File: config.mk
export PLATFORM = sky130hd
export DESIGN_NAME = uxb_uart_tx
export DESIGN_NICKNAME = d
export VERILOG_FILES = /design/src/uxb_pkg.sv /design/src/uxb_uart_tx.sv
export SDC_FILE = /design/constraint.sdc
export NUM_CORES = 1
export LEC_CHECK = 0
export BUFFER_PORTS_ARGS = -buffer_cell sky130_fd_sc_hd__buf_2
export CAP_MARGIN = 20
export CORE_MARGIN = 2
export CORE_UTILIZATION = 45
export DETAILED_ROUTE_END_ITERATION = 7
export PLACE_DENSITY = 0.7
export SYNTH_ARGS = -nofsm -noshare
export SYNTH_HDL_FRONTEND = slang
export SYNTH_SLANG_ARGS = --single-unit
File: constraint.sdc
create_clock -name clk_i -period 3.4 [get_ports clk_i]
set_clock_uncertainty 0.15 [all_clocks]
set_input_delay 0.68 -clock clk_i [delete_from_list [all_inputs] [get_ports clk_i]]
set_output_delay 0.68 -clock clk_i [all_outputs]
set_load 0.05 [all_outputs]
File: src/uxb_pkg.sv
// Purpose: shared constants and types for the serial transmit/baud block
// Assumes: register indices are word indices; byte address is index times four
// Notes: timing is counted in thirds of an instruction cycle (Tcyc)
`default_nettype none
package uxb_pkg;
   localparam int ADR_W = 18;
   // register indices
   localparam logic [15:0] IDX_RX_CTRL = 16'hfed0;
   localparam logic [15:0] IDX_TX_CTRL = 16'hfed1;
   localparam logic [15:0] IDX_BAUD = 16'hfed2;
   localparam logic [15:0] IDX_TX_HOLD = 16'hfed3;
   localparam logic [15:0] IDX_RX_HOLD = 16'hfed4;
   localparam logic [7:0] RST_BYTE = 8'h00;
   // serial_tx_control fields
   localparam int TXC_RUN = 7;
   localparam int TXC_NINE = 6;
   localparam int TXC_PIN_EN = 5;
   localparam int TXC_PUSH_PULL = 4;
   localparam int TXC_SEVEN = 3;
   localparam int TXC_BIT8 = 2;
   localparam int TXC_EMPTY = 1;
   localparam int TXC_IRQ_EN = 0;
   // serial_rx_control fields
   localparam int RXC_PERIOD_SEL = 7;
   localparam int RXC_RUNNING = 5;
   localparam int RXC_BIT8 = 2;
   // baud period factors, in thirds of Tcyc
   localparam logic [5:0] BAUD_MUL_SHORT = 6'h08;
   localparam logic [5:0] BAUD_MUL_LONG = 6'h20;
   localparam int THIRDS_PER_TCYC = 3;
   // data lengths and frame layout
   localparam logic [3:0] LEN_7 = 4'h7;
   localparam logic [3:0] LEN_8 = 4'h8;
   localparam logic [3:0] LEN_9 = 4'h9;
   localparam logic [3:0] FRAME_EXTRA = 4'h2;
   localparam int FRAME_W = 11;
   typedef enum logic [1:0] {ST_IDLE, ST_SHIFT, ST_GAP} uxb_state_t;
   typedef struct packed {
      logic level;
      logic oe_n;
   } uxb_pin_t;
   typedef struct packed {
      logic done;
      logic [8:0] data;
   } uxb_rx_evt_t;
endpackage : uxb_pkg
`default_nettype wire

File: src/uxb_uart_tx.sv
// Purpose: transmit control, shared baud generator and holding registers of a UART
// Assumes: classic Wishbone slave, one-cycle registered ack; rx shifter lives outside
// Notes: CLK_PER_THIRD sets how many clocks make a third of Tcyc
//
// How it works
// (RQ1) setting tx_run starts a frame; hardware clears it; clearing mid-frame aborts at once
// (RQ2) continuous mode: tx_run auto-clears then re-sets, leaving a one-Tcyc gap
// (RQ3) a control write in the auto-clear cycle cancels the automatic re-set
// (RQ4) nine/seven selects give 9, 8 or 7 data bits; both set is forbidden
// (RQ5) one length serves both directions; software changes it only when idle
// (RQ6) tx_pin_enable drives data onto tx_pin; port_direction bit 0 suppresses it
// (RQ7) idle with pin enabled: pin high for push-pull, released for open-drain
// (RQ8) tx_push_pull_select picks push-pull at one, open-drain at zero
// (RQ9) in nine-bit mode tx_ninth_bit is sent as the ninth data bit
// (RQ10) frame start copies tx_holding to tx_shifter, sets empty flag next cycle
// (RQ11) software clears the empty flag and checks it before reloading tx_holding
// (RQ12) continuous mode: empty flag cleared means tx_run re-sets at frame end
// (RQ13) transmit interrupt request while irq enable and empty flag are both one
// (RQ14) software leaves the control register alone while running unless aborting
// (RQ15) baud counter reinitialises whenever rx_running and tx_run are both zero
// (RQ16) software changes the baud reload only while serial activity is stopped
// (RQ17) transmit and receive share one baud setting and tick
// (RQ18) baud period is (reload+1) times 8/3 or 32/3 Tcyc per period select
// (RQ19) software never programs the baud reload with zero
// (RQ20) ninth shifter bit comes from tx_ninth_bit when the frame starts
// (RQ21) end of reception loads rx_holding and rx_ninth_bit from rx_shifter; the code loads rx_ninth_bit only at nine-bit length
// (RQ22) seven-bit length writes zero into bit 7 of rx_holding
// (RQ23) frames carry 7, 8 or 9 data bits and one stop bit, full duplex
// (RQ24) continuous mode sends two stop bits between frames
// (RQ25) low start bit, data lsb first, high stop bit, one baud period each
`timescale 1ns/1ps
`default_nettype none
module uxb_uart_tx #(
   parameter int CLK_PER_THIRD = 3
) (
   input wire logic clk_i,
   input wire logic rst_i,
   input wire logic [uxb_pkg::ADR_W-1:0] adr_i,
   input wire logic [31:0] dat_i,
   output logic [31:0] dat_o,
   input wire logic we_i,
   input wire logic [3:0] sel_i,
   input wire logic cyc_i,
   input wire logic stb_i,
   output logic ack_o,
   input wire logic port_dir0_i,
   input wire logic rx_running_i,
   input wire uxb_pkg::uxb_rx_evt_t rx_evt_i,
   output uxb_pkg::uxb_pin_t tx_pin_o,
   output logic baud_tick_o,
   output logic [3:0] data_len_o,
   output logic tx_irq_o
);
   localparam int TCYC_CLK = uxb_pkg::THIRDS_PER_TCYC * CLK_PER_THIRD;
   // last gap count: the run bit stays low for exactly one Tcyc between chained frames
   localparam int GAP_LAST = TCYC_CLK - 1;

   // length decode, shared by both directions; forbidden code falls back to eight
   function automatic logic [3:0] data_len(input logic nine, input logic seven);
      if (nine && !seven) begin
         data_len = uxb_pkg::LEN_9;                     // see (RQ4)
      end else if (!nine && seven) begin
         data_len = uxb_pkg::LEN_7;
      end else begin
         data_len = uxb_pkg::LEN_8;
      end
   endfunction : data_len

   // frame image: start bit at bit 0, data lsb first, ones above
   function automatic logic [uxb_pkg::FRAME_W-1:0] frame_of(input logic [3:0] len,
         input logic [7:0] d, input logic b8);
      logic [uxb_pkg::FRAME_W-1:0] f;
      f = '1;
      f[0] = 1'b0;
      for (int i = 0; i < 8; i++) begin
         if (i < int'(len)) begin
            f[i+1] = d[i];
         end
      end
      if (len == uxb_pkg::LEN_9) begin
         f[9] = b8;
      end
      frame_of = f;
   endfunction : frame_of

   logic [7:0] tx_ctrl;
   logic [7:0] next_tx_ctrl;
   logic [7:0] baud_reload;
   logic [7:0] tx_holding;
   logic [7:0] rx_holding;
   logic period_sel;
   logic rx_ninth_bit;
   uxb_pkg::uxb_state_t state;
   logic [uxb_pkg::FRAME_W-1:0] tx_shifter;
   logic [3:0] bits_left;
   logic extra_stop;
   logic [$clog2(TCYC_CLK+1)-1:0] gap_cnt;
   logic [$clog2(CLK_PER_THIRD+1)-1:0] div_cnt;
   logic [5:0] phase;
   logic [7:0] rel_cnt;

   // bus decode
   wire bus_req = cyc_i && stb_i;
   wire wr_go = bus_req && we_i && sel_i[0] && ack_o;
   wire hit_rxc = adr_i == {uxb_pkg::IDX_RX_CTRL, 2'b00};
   wire hit_txc = adr_i == {uxb_pkg::IDX_TX_CTRL, 2'b00};
   wire hit_baud = adr_i == {uxb_pkg::IDX_BAUD, 2'b00};
   wire hit_txh = adr_i == {uxb_pkg::IDX_TX_HOLD, 2'b00};
   wire hit_rxh = adr_i == {uxb_pkg::IDX_RX_HOLD, 2'b00};
   wire ctrl_wr = wr_go && hit_txc;
   wire [7:0] wbyte = dat_i[7:0];

   // named control fields
   wire tx_run = tx_ctrl[uxb_pkg::TXC_RUN];
   wire tx_buffer_empty = tx_ctrl[uxb_pkg::TXC_EMPTY];
   wire tx_pin_enable = tx_ctrl[uxb_pkg::TXC_PIN_EN];
   wire tx_push_pull_select = tx_ctrl[uxb_pkg::TXC_PUSH_PULL];
   wire [3:0] len = data_len(tx_ctrl[uxb_pkg::TXC_NINE], tx_ctrl[uxb_pkg::TXC_SEVEN]);
   wire [7:0] rx_ctrl = {period_sel, 1'b0, rx_running_i, 2'b00, rx_ninth_bit, 2'b00};

   // read selection; unmapped addresses read zero but are still acknowledged
   wire [7:0] rd_byte = hit_rxc ? rx_ctrl :
                        hit_txc ? tx_ctrl :
                        hit_baud ? baud_reload :
                        hit_txh ? tx_holding :
                        hit_rxh ? rx_holding : 8'h00;

   // frame sequencing events
   wire start_frame = (state == uxb_pkg::ST_IDLE) && tx_run;
   wire last_tick = (state == uxb_pkg::ST_SHIFT) && tx_run && baud_tick_o
                    && (bits_left == 4'h1);
   wire chain = !tx_buffer_empty;                          // see (RQ12)
   wire want_extra = chain && !extra_stop;                 // see (RQ24)
   wire run_clr = last_tick && !want_extra;                // see (RQ1)
   wire gap_done = (state == uxb_pkg::ST_GAP) && (gap_cnt == GAP_LAST[$bits(gap_cnt)-1:0]);
   wire run_set = gap_done;                                // see (RQ2)

   // baud generator control
   wire gen_idle = !tx_run && !rx_running_i;               // see (RQ15)
   wire third_tick = div_cnt == CLK_PER_THIRD[$bits(div_cnt)-1:0] - 1'b1;
   wire [5:0] mul = period_sel ? uxb_pkg::BAUD_MUL_LONG : uxb_pkg::BAUD_MUL_SHORT;
   wire phase_end = phase == mul - 6'h01;

   // pin drive, decided here and registered below
   wire drive_en = tx_pin_enable && !port_dir0_i;          // see (RQ6)
   wire line_bit = (state == uxb_pkg::ST_SHIFT) ? tx_shifter[0] : 1'b1;  // see (RQ7)
   wire next_level = tx_push_pull_select ? line_bit : 1'b0;              // see (RQ8)
   wire next_oe_n = !(drive_en && (tx_push_pull_select || !line_bit));

   assign data_len_o = len;                                // see (RQ5)

   // control register: write first, then hardware; auto-clear beats any write
   always_comb begin
      next_tx_ctrl = tx_ctrl;
      if (ctrl_wr) begin
         next_tx_ctrl = wbyte;
      end
      if (start_frame) begin
         next_tx_ctrl[uxb_pkg::TXC_EMPTY] = 1'b1;          // see (RQ10)
      end
      if (run_clr) begin
         next_tx_ctrl[uxb_pkg::TXC_RUN] = 1'b0;            // see (RQ3)
      end else if (run_set) begin
         next_tx_ctrl[uxb_pkg::TXC_RUN] = 1'b1;            // see (RQ2)
      end
   end

   always_ff @(posedge clk_i) begin
      if (rst_i) begin
         tx_ctrl <= uxb_pkg::RST_BYTE;
      end else begin
         tx_ctrl <= next_tx_ctrl;
      end
   end

   // plain storage registers; rx completion wins over a software write
   always_ff @(posedge clk_i) begin
      if (rst_i) begin
         baud_reload <= uxb_pkg::RST_BYTE;
         tx_holding <= uxb_pkg::RST_BYTE;
         rx_holding <= uxb_pkg::RST_BYTE;
         period_sel <= 1'b0;
         rx_ninth_bit <= 1'b0;
      end else begin
         if (wr_go && hit_baud) begin
            baud_reload <= wbyte;
         end
         if (wr_go && hit_txh) begin
            tx_holding <= wbyte;
         end
         if (wr_go && hit_rxc) begin
            period_sel <= wbyte[uxb_pkg::RXC_PERIOD_SEL];
            rx_ninth_bit <= wbyte[uxb_pkg::RXC_BIT8];
         end
         if (rx_evt_i.done && len == uxb_pkg::LEN_9) begin
            rx_ninth_bit <= rx_evt_i.data[8];              // see (RQ21)
         end
         if (rx_evt_i.done) begin
            rx_holding <= {rx_evt_i.data[7] && len != uxb_pkg::LEN_7,
                           rx_evt_i.data[6:0]};            // see (RQ21) (RQ22)
         end else if (wr_go && hit_rxh) begin
            rx_holding <= wbyte;
         end
      end
   end

   // wishbone answer: ack one cycle after the request, write lands on the ack edge
   always_ff @(posedge clk_i) begin
      if (rst_i) begin
         ack_o <= 1'b0;
         dat_o <= 32'h0000_0000;
      end else begin
         ack_o <= bus_req && !ack_o;
         if (bus_req && !ack_o) begin
            dat_o <= {24'h00_0000, rd_byte};
         end
      end
   end

   // baud generator: (reload+1) x mul thirds of Tcyc, restarted whenever idle
   always_ff @(posedge clk_i) begin
      if (rst_i || gen_idle) begin                         // see (RQ15)
         div_cnt <= '0;
         phase <= 6'h00;
         rel_cnt <= baud_reload;
      end else if (third_tick) begin
         div_cnt <= '0;
         phase <= phase_end ? 6'h00 : phase + 6'h01;       // see (RQ18)
         if (phase_end) begin
            rel_cnt <= (rel_cnt == 8'h00) ? baud_reload : rel_cnt - 8'h01;
         end
      end else begin
         div_cnt <= div_cnt + 1'b1;
      end
   end

   // one tick per baud period, shared with the receiver
   assign baud_tick_o = !gen_idle && third_tick && phase_end && rel_cnt == 8'h00;  // see (RQ17)

   // transmit sequencer; a cleared tx_run ends the frame at once
   always_ff @(posedge clk_i) begin
      if (rst_i) begin
         state <= uxb_pkg::ST_IDLE;
         tx_shifter <= '1;
         bits_left <= 4'h0;
         extra_stop <= 1'b0;
         gap_cnt <= '0;
      end else begin
         case (state)
            uxb_pkg::ST_IDLE: begin
               if (tx_run) begin
                  tx_shifter <= frame_of(len, tx_holding,
                                         tx_ctrl[uxb_pkg::TXC_BIT8]);  // see (RQ9) (RQ20)
                  bits_left <= len + uxb_pkg::FRAME_EXTRA;            // see (RQ23) (RQ25)
                  extra_stop <= 1'b0;
                  state <= uxb_pkg::ST_SHIFT;
               end
            end
            uxb_pkg::ST_SHIFT: begin
               if (!tx_run) begin
                  state <= uxb_pkg::ST_IDLE;               // see (RQ1)
               end else if (baud_tick_o) begin
                  tx_shifter <= {1'b1, tx_shifter[uxb_pkg::FRAME_W-1:1]};
                  if (bits_left != 4'h1) begin
                     bits_left <= bits_left - 4'h1;
                  end else if (want_extra) begin
                     extra_stop <= 1'b1;                   // see (RQ24)
                  end else if (chain && !ctrl_wr) begin
                     gap_cnt <= '0;
                     state <= uxb_pkg::ST_GAP;             // see (RQ2) (RQ3)
                  end else begin
                     state <= uxb_pkg::ST_IDLE;
                  end
               end
            end
            uxb_pkg::ST_GAP: begin
               gap_cnt <= gap_cnt + 1'b1;
               if (gap_done) begin
                  state <= uxb_pkg::ST_IDLE;
               end
            end
            default: begin
               state <= uxb_pkg::ST_IDLE;
            end
         endcase
      end
   end

   // registered pin and interrupt outputs
   always_ff @(posedge clk_i) begin
      if (rst_i) begin
         tx_pin_o <= '{level: 1'b0, oe_n: 1'b1};
         tx_irq_o <= 1'b0;
      end else begin
         tx_pin_o <= '{level: next_level, oe_n: next_oe_n};   // see (RQ6) (RQ8)
         tx_irq_o <= tx_ctrl[uxb_pkg::TXC_IRQ_EN] && tx_buffer_empty;  // see (RQ13)
      end
   end

   // helper for checks: length of the inter-frame gap in clocks
   logic [7:0] gap_seen;
   always_ff @(posedge clk_i) begin
      if (rst_i || state != uxb_pkg::ST_GAP) begin
         gap_seen <= 8'h00;
      end else begin
         gap_seen <= gap_seen + 8'h01;
      end
   end
endmodule : uxb_uart_tx
`default_nettype wire

Yosys cells after proc, flatten, opt, wreduce, memory -nomap -nowiden
Cells that the tools add are included.

storage, ports and cells
  output and inout bits = 41
  word-level logic and storage cells = 185
  bits in registers = 84

operators by class
  add/subtract/negate cells = 7
  bitwise operators = 1
  equal/unequal tests = 26
  muxes and demuxes = 59
  reduce and logical (&&, ||, !) cells = 63
  order comparisons = 8

operators by type and width
  kind                                               number
  2-to-1 mux 8 bit                                   12
  equality test 18 bit, second input constant        5
  2-to-1 mux 4 bit                                   11
  2-to-1 mux 11 bit                                  3
  logical AND 1 bit                                  29
  one-hot mux 11 bit (2 select lines)                1
  2-to-1 mux 1 bit                                   19
  < comparator 3 x 4 -> 1 bit, first input constant  4
  one-hot mux 4 bit (2 select lines)                 2
  nonzero test 2 bit                                 8
  2-to-1 mux 2 bit                                   7
  inequality test 2 bit, second input constant       7
  logical NOT 1 bit                                  13
  2-to-1 mux 6 bit                                   2
  AND reduction 6 bit                                2
  AND reduction 5 bit                                2
  inequality test 3 bit, second input constant       3
  equality test 4 bit, second input constant         2
  logical NOT 8 bit                                  1
  < comparator 1 x 4 -> 1 bit, first input constant  2
  < comparator 2 x 4 -> 1 bit, first input constant  2
  subtractor 8 x 1 -> 8 bit, second input constant   1
  adder 6 x 1 -> 6 bit, second input constant        1
  equality test 6 bit                                1
  19 further kinds                                   24

Depth between registers and ports, before layout
  depth after elaboration = 13
  mapped depth = 10

Worst setup path before layout
No wires, ideal clock.

  kind = register -> output
  start point = reg div_cnt[0]
  end point = out baud_tick_o
  data arrival time = 1.872 ns
  path slack = 0.698 ns
  cell stages (with the launch flop) = 8
  path through = dfxtp_1 > inv_1 > ha_1 > clkbuf_1 > nand4b_1 > a21o_1 > buf_6 > nor2_1

between the ends
  cells in the longest elaborated chain, start to end = 4

RTL lines
  item                             line                RTL
  start: declaration               uxb_uart_tx.sv:98   logic [$clog2(CLK_PER_THIRD+1)-1:0] div_cnt;
  start signal: assignment         uxb_uart_tx.sv:233  div_cnt <= div_cnt + 1'b1;
  equality test 2 bit              uxb_uart_tx.sv:140  wire third_tick = div_cnt == CLK_PER_THIRD[$bits(div_cnt)-1:0] - 1'b1;
  logical AND 1 bit (3 in series)  uxb_uart_tx.sv:238  assign baud_tick_o = !gen_idle && third_tick && phase_end && rel_cnt == 8'h00;
  end: declaration                 uxb_uart_tx.sv:50   output logic baud_tick_o,

No other way between the ends.

Worst setup path after layout
  start point = reg rel_cnt[0]
  end point = out baud_tick_o

between the ends
  cells in the longest elaborated chain, start to end = 2

RTL lines
  item                      line                RTL
  start: declaration        uxb_uart_tx.sv:100  logic [7:0] rel_cnt;
  start signal: assignment  uxb_uart_tx.sv:225  rel_cnt <= baud_reload;
  start signal: assignment  uxb_uart_tx.sv:230  rel_cnt <= (rel_cnt == 8'h00) ? baud_reload : rel_cnt - 8'h01;
  logical NOT 8 bit         uxb_uart_tx.sv:238
  logical AND 1 bit         uxb_uart_tx.sv:238

No other way between the ends.

==> metrics.md <==
| Metric | Value |
|---|---|
| Status | `completed` |
| WP data required | `2.57 ns` |
| Min Tclk post-route | `3.13 ns` |
| Fin Setup TNS | `0 ns` |
| Fillers | `906` |
| Hold Path End | `div_cnt[0]$_SDFF_PP0_` |
| Inserted Diodes | `0` |
| DRT Wirelength | `11.3 mm` |
| RR Endpoint | `tx_shifter[9]$_SDFFE_PP1P_` |
| EDFF count, synth | `8` |
| Setup CP Type | `reg2out` |
| Power Internal | `0.00149 W` |
| R2r startpoint | `rel_cnt[0]$_DFFE_PP_` |
| Initial DRC Count | `338` |
| Core area | `9280 µm²` |
| Number of global-route vias before repair | `around 3700` |
| Mapped Area | `4350 µm²` |
| Most frequent cells in the layout | `dfxtp_1, nor2_1, buf_2` |
| Worst setup EP type | `output port` |
| Cell taking the most area after synthesis | `dfxtp_1` |
| Final nets | `636` |
| H-tree level count | `3` |
| F_max | `around 320 MHz` |
| Starting Density | `46.8%` |
| Pre-antenna DRT Iters | `5` |
| Hold Path Cell Cnt | `1` |
| Largest net degree at the start of global routing | `55` |
| Cell variety after synth | `56` |
| Pwr per Cell Area | `422 nW/µm²` |
| Combinational Power Share | `around 11%` |
| Prevailing post-synth register cell | `dfxtp_1` |
| IO Port Bufs | `60` |
| DR WL/cell | `16.4 µm` |
| Layout cell share with drive strength beyond 1 | `16.6%` |
| Root buffer cell | `clkbuf_8` |
| Seq/Total Area, Yosys | `40.1%` |
| Die Height | `102 µm` |
| Post-Syn Instances | `506` |
| Worst-path clk slew | `0.09 ns` |
| TritonCTS clock tree | `built` |
| Dpl hpwl | `8.25 mm` |
| Hold path start | `div_cnt[0]$_SDFF_PP0_` |
| Critical Path AT | `2.30 ns` |
| Ys Warns | `0` |
| Finished Core Util | `52.4%` |
| Leakage | `about 2 nW` |
| Hold Crit Class | `reg2reg` |
| Post-DRT Antenna Nets | `0` |
| Mean number of vias per cell | `5.60` |
| Cts hold-fix bufs | `0` |
| Sequential power share | `49.9%` |
| Reg2reg setup slack | `0.75 ns` |
| Slew Viols, Final | `0` |
| Ys async rst share | `0%` |
| Top post-synthesis cells by area | `dfxtp_1, mux2i_1, nor2_1, edfxtp_1, buf_4` |
| Initial antenna violation count | `0` |
| Worst-Skew Late Latency | `0.36 ns` |
| Gr usage total | `22.5%` |
| Row Count | `35` |
| TritonCTS Buffers | `9` |
| Area grow syn2layout | `12.0%` |
| CP max FO | `8` |
| Crit start category | `register` |
| Period utilization | `between 90 and 100%` |
| First-pass GRT wire length | `between 15 and 20 mm` |
| Commonest non-fill, non-tap cell in the layout | `dfxtp_1` |
| Psw | `0.000561 W` |
| Final hold violations | `0` |
| VDD IR-drop max | `~0.23 mV` |
| R2R cell count | `7` |
| Rel. slew slack | `41.3%` |
| Die X | `102 µm` |
| Total grt overflow | `0` |
| Clk pwr share | `39.2%` |
| Max Cap Viol | `0` |
| Clock buffer depth | `2` |
| Die area | `10500 µm²` |
| Vias | `3858` |
| Setup violators final | `0` |
| Clk sinks | `83` |
| Sw frac | `27.3%` |
| Worst slew pin tran | `0.878 ns` |
| # IOs | `112` |
| FF+latch count, synth | `83` |
| Mapped Avg Cell Area | `8.59 µm²` |
| RSZ-0062 raised after global routing | `no` |
| Routability cong. | `between 0.8 and 0.9` |
| Yosys top cell area share | `between 30% and 40%` |
| Drc violations | `0` |
[cell usage after synthesis (3+ instances only)]
cell type / n
nor3b_1: 5
xnor2_1: 7
buf_2: 5
inv_1: 15
nand2b_1: 12
a221oi_1: 3
a31oi_1: 3
nor4_1: 3
and3_1: 4
nand2_1: 39
a22oi_1: 5
nand4b_1: 6
ha_1: 10
nand4_1: 9
buf_4: 25
or3_1: 3
a21oi_1: 30
clkbuf_1: 20
xor2_1: 7
nand3_1: 15
nor2b_1: 7
o32a_1: 5
nand3b_1: 3
o311ai_0: 7
a211oi_1: 10
dfxtp_1: 75
nor3_1: 12
mux2i_1: 28
edfxtp_1: 8
nor2_1: 73
o21ai_0: 17
a311o_1: 4
[layout make-up]
type	instances	area, µm²	share of cell area, %
timing repair buffer	68	360	7.41
inverter	15	56.3	1.16
tap	129	161	3.32
sequential	83	1740	35.8
multi-input combinational	378	2320	47.7
clock buffer	9	124	2.55
clock inverter	7	100	2.06
[registers in the layout (all words and copies together) (netlist names), 2 cells and up]
signal / flops
state: 2
rx_holding: 8
bits_left: 4
tx_shifter: 10
rel_cnt: 8
gap_cnt: 4
dat_o: 8
tx_pin_o: 2
tx_holding: 8
baud_reload: 8
tx_ctrl: 8
div_cnt: 2
phase: 6
[worst max-delay path: stages, from the launching register on]
cell and delay (ns):
edfxtp_1 0.44, inv_1 0.11, ha_1 0.15, nor3b_1 0.36, o211ai_2 0.32, nor2_2 0.26, buf_2 0.30
[kinds of logic (layout without fill, tap and decap cells)]
kind of cell,count (synthesis),in the layout,share of synthesized area (%)
AND/OR/NAND/NOR,201,201,22.8
adder cells (fa/ha/maj),10,10,2.88
buffers and inverters,68,99,8.52
AO/OA/AOI/OAI,100,100,16.1
multiplexers,29,29,6.71
flip-flops,83,83,40.1
other,1,24,0.0863
XOR/XNOR,14,14,2.82
[through the flow]
step                worst slack, ns  hold WS [ns]  cell area (µm²)  std cells  power [W]
global route                 0.0703         0.304             4870        689    0.00213
floorplan                     0.698         0.247             4430        529    0.00122
detailed placement            0.558         0.272             4640        673    0.00127
finish                        0.266         0.279             4870        689    0.00205
CTS                           0.160         0.286             4860        689    0.00206
global placement              0.656         0.257             4640        673    0.00126
[routing by layer]
| metal | global-route usage, % | part of all wire, % | up-vias |
|---|---|---|---|
| li1 | - | - | 1851 |
| met3 | 3.56 | 6.9 | 18 |
| met2 | 36.6 | 46 | 155 |
| met1 | 30.7 | 46 | 1834 |
| met4 | 7.18 | 1.7 | 0 |
| met5 | 0 | 0 | - |
[worst max path at each step]
stage	start	end	slack, ns	depth (start not counted)
after floorplan	div_cnt[0]$_SDFF_PP0_	baud_tick_o	0.70	7
after global placement	rel_cnt[0]$_DFFE_PP_	baud_tick_o	0.66	6
after detailed placement	rel_cnt[0]$_DFFE_PP_	baud_tick_o	0.56	6
after CTS	rel_cnt[0]$_DFFE_PP_	baud_tick_o	0.16	6
after global routing	rel_cnt[0]$_DFFE_PP_	baud_tick_o	0.07	6
final	rel_cnt[0]$_DFFE_PP_	baud_tick_o	0.27	6
[power by group through the flow]
stage / Clock [W] / Sequential [W] / Combinational (W)
final: 0.000805 / 0.00102 / 0.000223
after global routing: 0.000860 / 0.00103 / 0.000240
after CTS: 0.000818 / 0.00102 / 0.000221
after detailed placement: 0 / 0.00105 / 0.000220
after global placement: 0 / 0.00105 / 0.000216
after floorplan: 0 / 0.00105 / 0.000168
[timing repair]
action / 4_1_cts / 5_1_grt
resized for setup: 0 / 1
buffers inserted: 0 / 0
endpoints found under the setup margin: 0 / 1
(Power assumes the default switching activity.)
